### config.mk
export PLATFORM = sky130hd
export DESIGN_NAME = dcsbc_top
export DESIGN_NICKNAME = d
export VERILOG_FILES = /design/src/dcsbc_pkg.sv /design/src/dcsbc_sync_chan.sv /design/src/dcsbc_top.sv
export VERILOG_INCLUDE_DIRS = /design/src
export SDC_FILE = /design/constraint.sdc
export NUM_CORES = 1
export LEC_CHECK = 0
export ABC_AREA = 1
export ABC_CLOCK_PERIOD_IN_PS = 3800
export BUFFER_PORTS_ARGS = -buffer_cell sky130_fd_sc_hd__buf_2
export CELL_PAD_IN_SITES_DETAIL_PLACEMENT = 1
export CELL_PAD_IN_SITES_GLOBAL_PLACEMENT = 2
export CORE_ASPECT_RATIO = 0.75
export CORE_MARGIN = 2
export CORE_UTILIZATION = 36
export DETAILED_ROUTE_END_ITERATION = 10
export GPL_TIMING_DRIVEN = 0
export PLACE_DENSITY = 0.89
export SYNTH_ARGS = -nofsm -noshare
export SYNTH_HDL_FRONTEND = slang
export SYNTH_HIERARCHICAL = 1
export SYNTH_SLANG_ARGS = --single-unit
### constraint.sdc
create_clock -name pclk -period 3.8 [get_ports pclk]
set_clock_uncertainty 0.05 [all_clocks]
set_input_delay 0.57 -clock pclk [delete_from_list [all_inputs] [get_ports pclk]]
set_output_delay 0.57 -clock pclk [all_outputs]
set_load 0.02 [all_outputs]
### src/dcsbc_map.svh
// Register offsets, field positions, reset values and timing in ns
`ifndef DCSBC_MAP_SVH
`define DCSBC_MAP_SVH

// ============================================================
// Register indices (printed offsets are indices, addr = 4 * index)
`define DCSBC_IDX_ADD_CTRL1    8'h17
`define DCSBC_IDX_PWR_MGMT1    8'h19
`define DCSBC_IDX_ANTI_POP     8'h1c
`define DCSBC_IDX_IN_BIAS      8'h23
`define DCSBC_IDX_SERVO1       8'h3d
`define DCSBC_IDX_SERVO4       8'h40
`define DCSBC_IDX_STATUS       8'h41

// ============================================================
// Field positions
`define DCSBC_ADC_OS_BIT       5
`define DCSBC_REF_SEL_LO       7
`define DCSBC_BIAS_EN_BIT      6
`define DCSBC_SU_BIAS_BIT      4
`define DCSBC_BUF_REF_BIT      3
`define DCSBC_RAMP_BIT         2
`define DCSBC_MIX_BIAS_LO      3
`define DCSBC_AMP_BIAS_LO      0
`define DCSBC_L_SERVO_EN_BIT   7
`define DCSBC_L_SYNC_BIT       4
`define DCSBC_R_SERVO_EN_BIT   3
`define DCSBC_R_SYNC_BIT       0
`define DCSBC_COUNT_LO         7
`define DCSBC_ST_L_BUSY_BIT    1
`define DCSBC_ST_R_BUSY_BIT    0

// ============================================================
// Reset values and limits
`define DCSBC_COUNT_RST        7'h10
`define DCSBC_COUNT_MIN        7'h10
`define DCSBC_REF_SEL_RST      2'h0
`define DCSBC_MIX_BIAS_RST     3'h0
`define DCSBC_AMP_BIAS_RST     3'h4

// ============================================================
// Timing: one correction update period and the clock period, in ns
`define DCSBC_UPDATE_NS        1000
`define DCSBC_CLK_NS           5

`endif

### src/dcsbc_pkg.sv
// Types shared by the offset-servo sync and bias control block
package dcsbc_pkg;
  // Sync sequencer states, one per channel
  typedef enum logic [1:0] {
    DCSBC_IDLE = 2'b00,
    DCSBC_WAIT = 2'b01,
    DCSBC_STEP = 2'b10
  } dcsbc_state_t;
endpackage

### src/dcsbc_sync_chan.sv
// One headphone channel sync-mode update sequencer
`timescale 1ns/1ps
`default_nettype none
`include "dcsbc_map.svh"

module dcsbc_sync_chan #(
  parameter int UPDATE_CYCLES = 200
) (
  // Clock and reset
  input  wire logic       pclk,
  input  wire logic       presetn,
  // Control
  input  wire logic       trigger,
  input  wire logic       servo_enable,
  input  wire logic [6:0] update_count,
  // Status and correction strobe
  output logic            busy,
  output logic            update_pulse
);
  import dcsbc_pkg::*;

  initial
  begin
    if (UPDATE_CYCLES < 1)
      $error("UPDATE_CYCLES must be at least one");
  end

  // ==========================================================
  // State
  typedef struct packed {
    dcsbc_state_t state;   // Sequencer state
    logic [6:0]   left;    // Updates still to perform
    logic [31:0]  timer;   // Cycles within one update period
    logic         pulse;   // Correction update strobe
  } dcsbc_chan_t;

  dcsbc_chan_t s_r;
  dcsbc_chan_t s_nxt;

  // Next state logic
  always_comb
  begin
    s_nxt       = s_r;
    s_nxt.pulse = 1'b0;
    case (s_r.state)
      DCSBC_IDLE:
      begin
        // One series per write, only while the servo is enabled
        if (trigger && servo_enable)
        begin
          // Reserved low codes run the minimum series of sixteen
          s_nxt.left  = (update_count < `DCSBC_COUNT_MIN) ?
                        `DCSBC_COUNT_MIN : update_count;
          s_nxt.timer = 32'h0;
          s_nxt.state = DCSBC_WAIT;
        end
      end
      DCSBC_WAIT:
      begin
        // Long filtering period per update while audio runs
        if (!servo_enable)
          s_nxt.state = DCSBC_IDLE;
        else if (s_r.timer == 32'(UPDATE_CYCLES - 1))
          s_nxt.state = DCSBC_STEP;
        else
          s_nxt.timer = s_r.timer + 32'h1;
      end
      DCSBC_STEP:
      begin
        // No correction lands once the servo is switched off
        if (!servo_enable)
          s_nxt.state = DCSBC_IDLE;
        else
        begin
          // Apply one correction, then return idle when done
          s_nxt.pulse = 1'b1;
          s_nxt.left  = s_r.left - 7'h1;
          s_nxt.timer = 32'h0;
          s_nxt.state = (s_r.left == 7'h1) ? DCSBC_IDLE : DCSBC_WAIT;
        end
      end
      default:
        s_nxt.state = DCSBC_IDLE;
    endcase
  end

  // State register
  always_ff @(posedge pclk or negedge presetn)
  begin
    if (!presetn)
      s_r <= '{state: DCSBC_IDLE, left: 7'h0, timer: 32'h0, pulse: 1'b0};
    else
      s_r <= s_nxt;
  end

  // Busy covers the final update strobe, so status never drops early
  assign busy         = (s_r.state != DCSBC_IDLE) || s_r.pulse;
  assign update_pulse = s_r.pulse;
endmodule
`default_nettype wire

### src/dcsbc_top.sv
// Offset-servo sync control and reference/bias register bank, APB slave
// What this block does
// - Left sync write starts left correction series
// - Right sync write starts right correction series
// - Shared update count, reset sixteen, max 127
// - Sync mode only on headphone channels
// - Sync series runs long, filtering audio
// - Reference divider select, reset off, four codes
// - Start-up bias enable bit, reset zero
// - Buffered reference holds disabled paths mid-rail
// - ADC oversampling select, reset low power
// - Mixer bias field, reset double bias
// - Amplifier bias field, reset two-thirds
// - Servo enable gates each channel's correction
`timescale 1ns/1ps
`default_nettype none
`include "dcsbc_map.svh"

module dcsbc_top #(
  parameter int UPDATE_NS = `DCSBC_UPDATE_NS
) (
  // APB clock and reset
  input  wire logic        pclk,
  input  wire logic        presetn,
  // APB request
  input  wire logic        psel,
  input  wire logic        penable,
  input  wire logic        pwrite,
  input  wire logic [11:0] paddr,
  input  wire logic [31:0] pwdata,
  // APB answer
  output logic             pready,
  output logic [31:0]      prdata,
  output logic             pslverr,
  // Reference and bias controls
  output logic [1:0]       reference_divider_select,
  output logic             reference_soft_ramp_enable,
  output logic             normal_bias_enable,
  output logic             startup_bias_enable,
  output logic             buffered_reference_enable,
  output logic             adc_oversample_select,
  output logic [2:0]       input_mixer_bias_select,
  output logic [2:0]       input_amp_bias_select,
  // Headphone servo controls
  output logic             left_hp_servo_enable,
  output logic             right_hp_servo_enable,
  output logic             left_hp_correction_update,
  output logic             right_hp_correction_update,
  output logic             left_hp_sync_busy,
  output logic             right_hp_sync_busy
);
  import dcsbc_pkg::*;

  // Cycles per correction update, at least one
  localparam int UPDATE_CYCLES_RAW = UPDATE_NS / `DCSBC_CLK_NS;
  localparam int UPDATE_CYCLES =
    (UPDATE_CYCLES_RAW < 1) ? 1 : UPDATE_CYCLES_RAW;

  initial
  begin
    if (UPDATE_NS < 1)
      $error("UPDATE_NS must be positive");
  end

  // ==========================================================
  // Helpers
  // Byte address of a register index
  function automatic logic [11:0] reg_addr(input logic [7:0] idx);
    reg_addr = {2'b00, idx, 2'b00};
  endfunction

  // ==========================================================
  // State
  typedef struct packed {
    logic        ready;      // APB answer phase
    logic [31:0] rdata;      // Read data
    logic        err;        // Unmapped address
    logic [1:0]  ref_sel;    // Divider select
    logic        bias_en;    // Normal bias
    logic        su_bias;    // Start-up bias
    logic        buf_ref;    // Buffered reference
    logic        ramp;       // Soft ramp
    logic        adc_os;     // Oversampling
    logic [2:0]  mix_bias;   // Mixer bias
    logic [2:0]  amp_bias;   // Amplifier bias
    logic        l_en;       // Left servo enable
    logic        r_en;       // Right servo enable
    logic        l_trig;     // Left trigger pulse
    logic        r_trig;     // Right trigger pulse
    logic [6:0]  count;      // Updates per series
    logic        l_upd;      // Registered left update
    logic        r_upd;      // Registered right update
    logic        l_busy;     // Registered left busy
    logic        r_busy;     // Registered right busy
  } dcsbc_regs_t;

  dcsbc_regs_t s_r;
  dcsbc_regs_t s_nxt;

  logic l_busy_w;   // Left sequencer running
  logic r_busy_w;   // Right sequencer running
  logic l_upd_w;    // Left update strobe
  logic r_upd_w;    // Right update strobe
  logic access;     // APB access phase cycle
  logic hit;        // Address decodes to a register

  assign access = psel && penable && !s_r.ready;

  // ==========================================================
  // Register decode, write and read
  always_comb
  begin
    s_nxt        = s_r;
    s_nxt.ready  = access;
    s_nxt.l_trig = 1'b0;
    s_nxt.r_trig = 1'b0;
    s_nxt.l_upd  = l_upd_w;
    s_nxt.r_upd  = r_upd_w;
    s_nxt.l_busy = l_busy_w;
    s_nxt.r_busy = r_busy_w;
    hit          = 1'b1;
    s_nxt.rdata  = 32'h0;
    case (paddr)
      reg_addr(`DCSBC_IDX_ADD_CTRL1):
        s_nxt.rdata[`DCSBC_ADC_OS_BIT] = s_r.adc_os;
      reg_addr(`DCSBC_IDX_PWR_MGMT1):
      begin
        s_nxt.rdata[`DCSBC_REF_SEL_LO +: 2] = s_r.ref_sel;
        s_nxt.rdata[`DCSBC_BIAS_EN_BIT]     = s_r.bias_en;
      end
      reg_addr(`DCSBC_IDX_ANTI_POP):
      begin
        s_nxt.rdata[`DCSBC_SU_BIAS_BIT] = s_r.su_bias;
        s_nxt.rdata[`DCSBC_BUF_REF_BIT] = s_r.buf_ref;
        s_nxt.rdata[`DCSBC_RAMP_BIT]    = s_r.ramp;
      end
      reg_addr(`DCSBC_IDX_IN_BIAS):
      begin
        s_nxt.rdata[`DCSBC_MIX_BIAS_LO +: 3] = s_r.mix_bias;
        s_nxt.rdata[`DCSBC_AMP_BIAS_LO +: 3] = s_r.amp_bias;
      end
      reg_addr(`DCSBC_IDX_SERVO1):
      begin
        // Trigger bits read as zero: they are one-shot
        s_nxt.rdata[`DCSBC_L_SERVO_EN_BIT] = s_r.l_en;
        s_nxt.rdata[`DCSBC_R_SERVO_EN_BIT] = s_r.r_en;
      end
      reg_addr(`DCSBC_IDX_SERVO4):
        s_nxt.rdata[`DCSBC_COUNT_LO +: 7] = s_r.count;
      reg_addr(`DCSBC_IDX_STATUS):
      begin
        s_nxt.rdata[`DCSBC_ST_L_BUSY_BIT] = s_r.l_busy;
        s_nxt.rdata[`DCSBC_ST_R_BUSY_BIT] = s_r.r_busy;
      end
      default:
        hit = 1'b0;
    endcase
    if (!access || pwrite)
      s_nxt.rdata = 32'h0;
    s_nxt.err = access && !hit;
    if (access && pwrite)
    begin
      case (paddr)
        reg_addr(`DCSBC_IDX_ADD_CTRL1):
          s_nxt.adc_os = pwdata[`DCSBC_ADC_OS_BIT];
        reg_addr(`DCSBC_IDX_PWR_MGMT1):
        begin
          s_nxt.ref_sel = pwdata[`DCSBC_REF_SEL_LO +: 2];
          s_nxt.bias_en = pwdata[`DCSBC_BIAS_EN_BIT];
        end
        reg_addr(`DCSBC_IDX_ANTI_POP):
        begin
          s_nxt.su_bias = pwdata[`DCSBC_SU_BIAS_BIT];
          s_nxt.buf_ref = pwdata[`DCSBC_BUF_REF_BIT];
          s_nxt.ramp    = pwdata[`DCSBC_RAMP_BIT];
        end
        reg_addr(`DCSBC_IDX_IN_BIAS):
        begin
          // Reserved codes are stored as written
          s_nxt.mix_bias = pwdata[`DCSBC_MIX_BIAS_LO +: 3];
          s_nxt.amp_bias = pwdata[`DCSBC_AMP_BIAS_LO +: 3];
        end
        reg_addr(`DCSBC_IDX_SERVO1):
        begin
          s_nxt.l_en   = pwdata[`DCSBC_L_SERVO_EN_BIT];
          s_nxt.r_en   = pwdata[`DCSBC_R_SERVO_EN_BIT];
          s_nxt.l_trig = pwdata[`DCSBC_L_SYNC_BIT];
          s_nxt.r_trig = pwdata[`DCSBC_R_SYNC_BIT];
        end
        reg_addr(`DCSBC_IDX_SERVO4):
          s_nxt.count = pwdata[`DCSBC_COUNT_LO +: 7];
        default:
          s_nxt.count = s_r.count;
      endcase
    end
  end

  // ==========================================================
  // Register state, defined after reset
  always_ff @(posedge pclk or negedge presetn)
  begin
    if (!presetn)
    begin
      s_r          <= '0;
      s_r.ref_sel  <= `DCSBC_REF_SEL_RST;
      s_r.mix_bias <= `DCSBC_MIX_BIAS_RST;
      s_r.amp_bias <= `DCSBC_AMP_BIAS_RST;
      s_r.count    <= `DCSBC_COUNT_RST;
    end
    else
      s_r <= s_nxt;
  end

  // ==========================================================
  // Sync sequencers: headphone channels only, inputs have none
  dcsbc_sync_chan #(
    .UPDATE_CYCLES (UPDATE_CYCLES)
  ) u_left (
    .pclk         (pclk),
    .presetn      (presetn),
    .trigger      (s_r.l_trig),
    .servo_enable (s_r.l_en),
    .update_count (s_r.count),
    .busy         (l_busy_w),
    .update_pulse (l_upd_w)
  );

  dcsbc_sync_chan #(
    .UPDATE_CYCLES (UPDATE_CYCLES)
  ) u_right (
    .pclk         (pclk),
    .presetn      (presetn),
    .trigger      (s_r.r_trig),
    .servo_enable (s_r.r_en),
    .update_count (s_r.count),
    .busy         (r_busy_w),
    .update_pulse (r_upd_w)
  );

  // ==========================================================
  // Outputs, all from flip-flops
  assign pready                     = s_r.ready;
  assign prdata                     = s_r.rdata;
  assign pslverr                    = s_r.err;
  assign reference_divider_select   = s_r.ref_sel;
  assign reference_soft_ramp_enable = s_r.ramp;
  assign normal_bias_enable         = s_r.bias_en;
  assign startup_bias_enable        = s_r.su_bias;
  assign buffered_reference_enable  = s_r.buf_ref;
  assign adc_oversample_select      = s_r.adc_os;
  assign input_mixer_bias_select    = s_r.mix_bias;
  assign input_amp_bias_select      = s_r.amp_bias;
  assign left_hp_servo_enable       = s_r.l_en;
  assign right_hp_servo_enable      = s_r.r_en;
  assign left_hp_correction_update  = s_r.l_upd;
  assign right_hp_correction_update = s_r.r_upd;
  assign left_hp_sync_busy          = s_r.l_busy;
  assign right_hp_sync_busy         = s_r.r_busy;
endmodule
`default_nettype wire

==> results.cfg <==
[pwr]
irDropWorstVdd_uv = 303.8
power_mw = 3.230
p_seq_frac = 0.424
switching_share = 0.2329
pwr-share-comb = 0.048
power_density_nw_per_um2 = 327.9
internal_power_mw = 2.478
p_switching_uw = 752.3
clockPowerShare = 0.528
leakagePower_nw = 4.644

[run]
drv_cap = 0

[min_path]
hold_class = primary input to flip-flop
min_delay_path_depth = 3

[critical_path]
worst-setup-path-type = flip-flop to flip-flop
required_ps = 4100
slowest_delay_ps = 610
crit_chain = inv_1 -> ha_1 -> inv_2 -> a21oi_1 -> nor3b_4 -> nand3_2 -> buf_6 -> o21ai_2
critPathSlowestCell = nor3b_4
path_buf_inv = 3
critPathLaunchType = flip-flop
cp_num_cells = 8
reg2reg_depth = 8
worstPathMaxFanout = 10
arrival_ps = 2630
crit_path_end_kind = flip-flop
crit_family = simple AND/OR/NAND/NOR gates

[cells_and_area]
layout.nets = 1356
drive_gt1_frac = 0.1776
finalNonFillerCells = 1606
fin_area_um2 = 9851
syn_to_final_growth_pct = 16.67
antenna_cells_inserted = 0

[global_route]
grt_pass1_wl_um = 41340
antenna_found_initial = 0
grt_start_max_net_pins = 95
track_usage = 0.2094
grt_pass1_vias = 8006
globalRouteOverflowTotal = 0

[sta]
fin_crit_ps = 2322
grt_setup_unrepaired = no
tightest_slew_ps = 704.2
max_freq_mhz = 430.6
hold_viol = 0
slew_viol_final = 0
fin_setup_tns_ps = 0
finalCritPeriodShare = 0.6111
relSlewSlack = 0.5301
setup_violations = 0

[floorplanning]
start_util = 0.3671
die_w_um = 180.8
die-area_um2 = 24710
pin_count = 102
num_rows = 48
fp.dieH_um = 136.6
design.core.area_um2 = 23000

[logic_synthesis]
synth_top_family_by_area = simple AND/OR/NAND/NOR gates
synth_ff_type = dfrtp_1
synthMuxAreaShare = 0
ys_ff_latch = 128
synth_cell_type_count = 44
synth_compound_area_frac = 0.09232
synth_edf_count = 0
synth_cells = 1190
yosys-top-cells-area = dfrtp_1, nand2_1, nor2_1, inv_1, nand3_1
yosys.area_share.simple = 0.3883
post-synth-top-area-cell = dfrtp_1
yosys_warnings = 6
synthTopCellsByCount = nand2_1, nor2_1, dfrtp_1
synthArstFlopShare = 1.000
synth_area_um2 = 8443
yosysMostFrequentCell = nand2_1
seq_area_frac_synth = 0.3797
avgSynthCellArea_um2 = 7.095
yosysTopAreaCellShare = 0.3734
synth_fa_ha_area_frac = 0.02075
synth_xor_area_frac = 0.01763

[place]
dp_cells = 1573
port_buffers = 65
placed_area_um2 = 9241
place.gp.congestion = 0.8361
hpwl_um = 18660

[clock_tree]
cts_root_buf = clkbuf_16
cts_tree = done
cts.sinks = 128
clk_pin_slew_ps = 60
cts-buffers-inserted = 17
cts_buffer_depth = 2
htree_levels = 4
insertion_delay_ps = 430
cts_setup_buffers = 0

[routing]
wl_met2_um = 10770
highest_layer = met4
first_iter_violations = 419
via_per_inst = 4.880
wl_per_cell_um = 15.57
met3_length_um = 727
drt-met1-wl_um = 13320
wl_um = 25010
vias = 7837
antenna_left = 0
drcViolationCount = 0
dr.pass1.iters = 5

[status]
outcome = completed
[path summary, 6_finish.rpt]
| check | from | end | slack (ps) |
|---|---|---|---|
| worst max-delay path | u_right/s_r[40]$_DFFE_PN0P_ | u_right/s_r[16]$_DFFE_PN0P_ | 1480 |
| worst max register to register | u_right/s_r[40]$_DFFE_PN0P_ | u_right/s_r[16]$_DFFE_PN0P_ | 1480 |
| min in group asynchronous | presetn | adc_oversample_select$_DFFE_PN0P_ | 540 |
| max in group asynchronous | presetn | s_r[8]$_DFFE_PN1P_ | 2340 |
| worst min-delay path | pwdata[2] | input_amp_bias_select[2]$_DFFE_PN1P_ | 290 |
| worst min register to register | u_right/update_pulse$_DFF_PN0_ | right_hp_correction_update$_DFF_PN0_ | 340 |
[state kept, by name, indices dropped and copies added (netlist names), 2 cells and up]
register / cells
s_r: 9
u_right/s_r: 41
u_left/s_r: 41
prdata: 14
reference_divider_select: 2
input_amp_bias_select: 3
input_mixer_bias_select: 3
[final cells by class]
type	instances	area (µm²)
Sequential cell	128	3206
Fill cell	2973	13150
Multi-Input combinational cell	913	4449
Clock inverter	10	135.1
Clock buffer	22	464.2
Buffer	61	457.9
Tap cell	300	375.4
Inverter	105	394.1
Timing Repair Buffer	67	369.1
[layer usage]
layer / vias up / track usage
li1: 3957 / -
met1: 3783 / 0.3059
met2: 84 / 0.3221
met3: 13 / 0.03858
met4: 0 / 0.04525
met5: - / 0
[placed cells by master (no fill, tap or decap), drive strengths merged, types with 17 or more instances in the layout]
cell type and instances:
conb 18, a21oi 23, nand3 68, o21ai 93, nand2 404, xnor2 17, nand4 34, dfrtp 126
buf 124, clkbuf 25, nor2 194, inv 103
[kinds of logic (layout without fill, tap and decap cells)]
logic type | Yosys count | after routing
simple gates | 730 | 730
other cells | 1 | 18
compound gates | 134 | 134
fa+ha+maj | 14 | 14
flops | 128 | 128
buf+inv | 166 | 265
xor+xnor | 17 | 17
[worst min-delay path, cell delays in order]
cell and delay (ps):
buf_2 100, nand2_1 50, nand2_1 40
[per-stage QoR]
| stage | worst slack (ps) | hold slack, ps | util |
|---|---|---|---|
| 4_1_cts | 1480 | 276.4 | 0.4283 |
| 3_5_place_dp | 1509 | 320.3 | 0.4018 |
| 3_3_place_gp | 169.3 | 304.0 | 0.4003 |
| 2_1_floorplan | 2002 | 224.4 | - |
| 6_report | 1478 | 289.0 | 0.4283 |
| 5_1_grt | 1296 | 287.2 | 0.4283 |
[power groups by stage]
stage,Combinational [mW],Sequential [mW],Clock (mW)
after CTS,0.158,1.37,1.75
after detailed placement,0.156,1.39,0
after global routing,0.173,1.37,1.80
after global placement,0.150,1.39,0
after floorplan,0.0827,1.40,0
final,0.155,1.37,1.70
[repair_timing]
action / in CTS / in global routing
resized for setup: 0 / 0
hold endpoints to repair: 25 / 0
hold buffers: 1 / 0
Note: power is estimated with default switching activity, not from simulation.
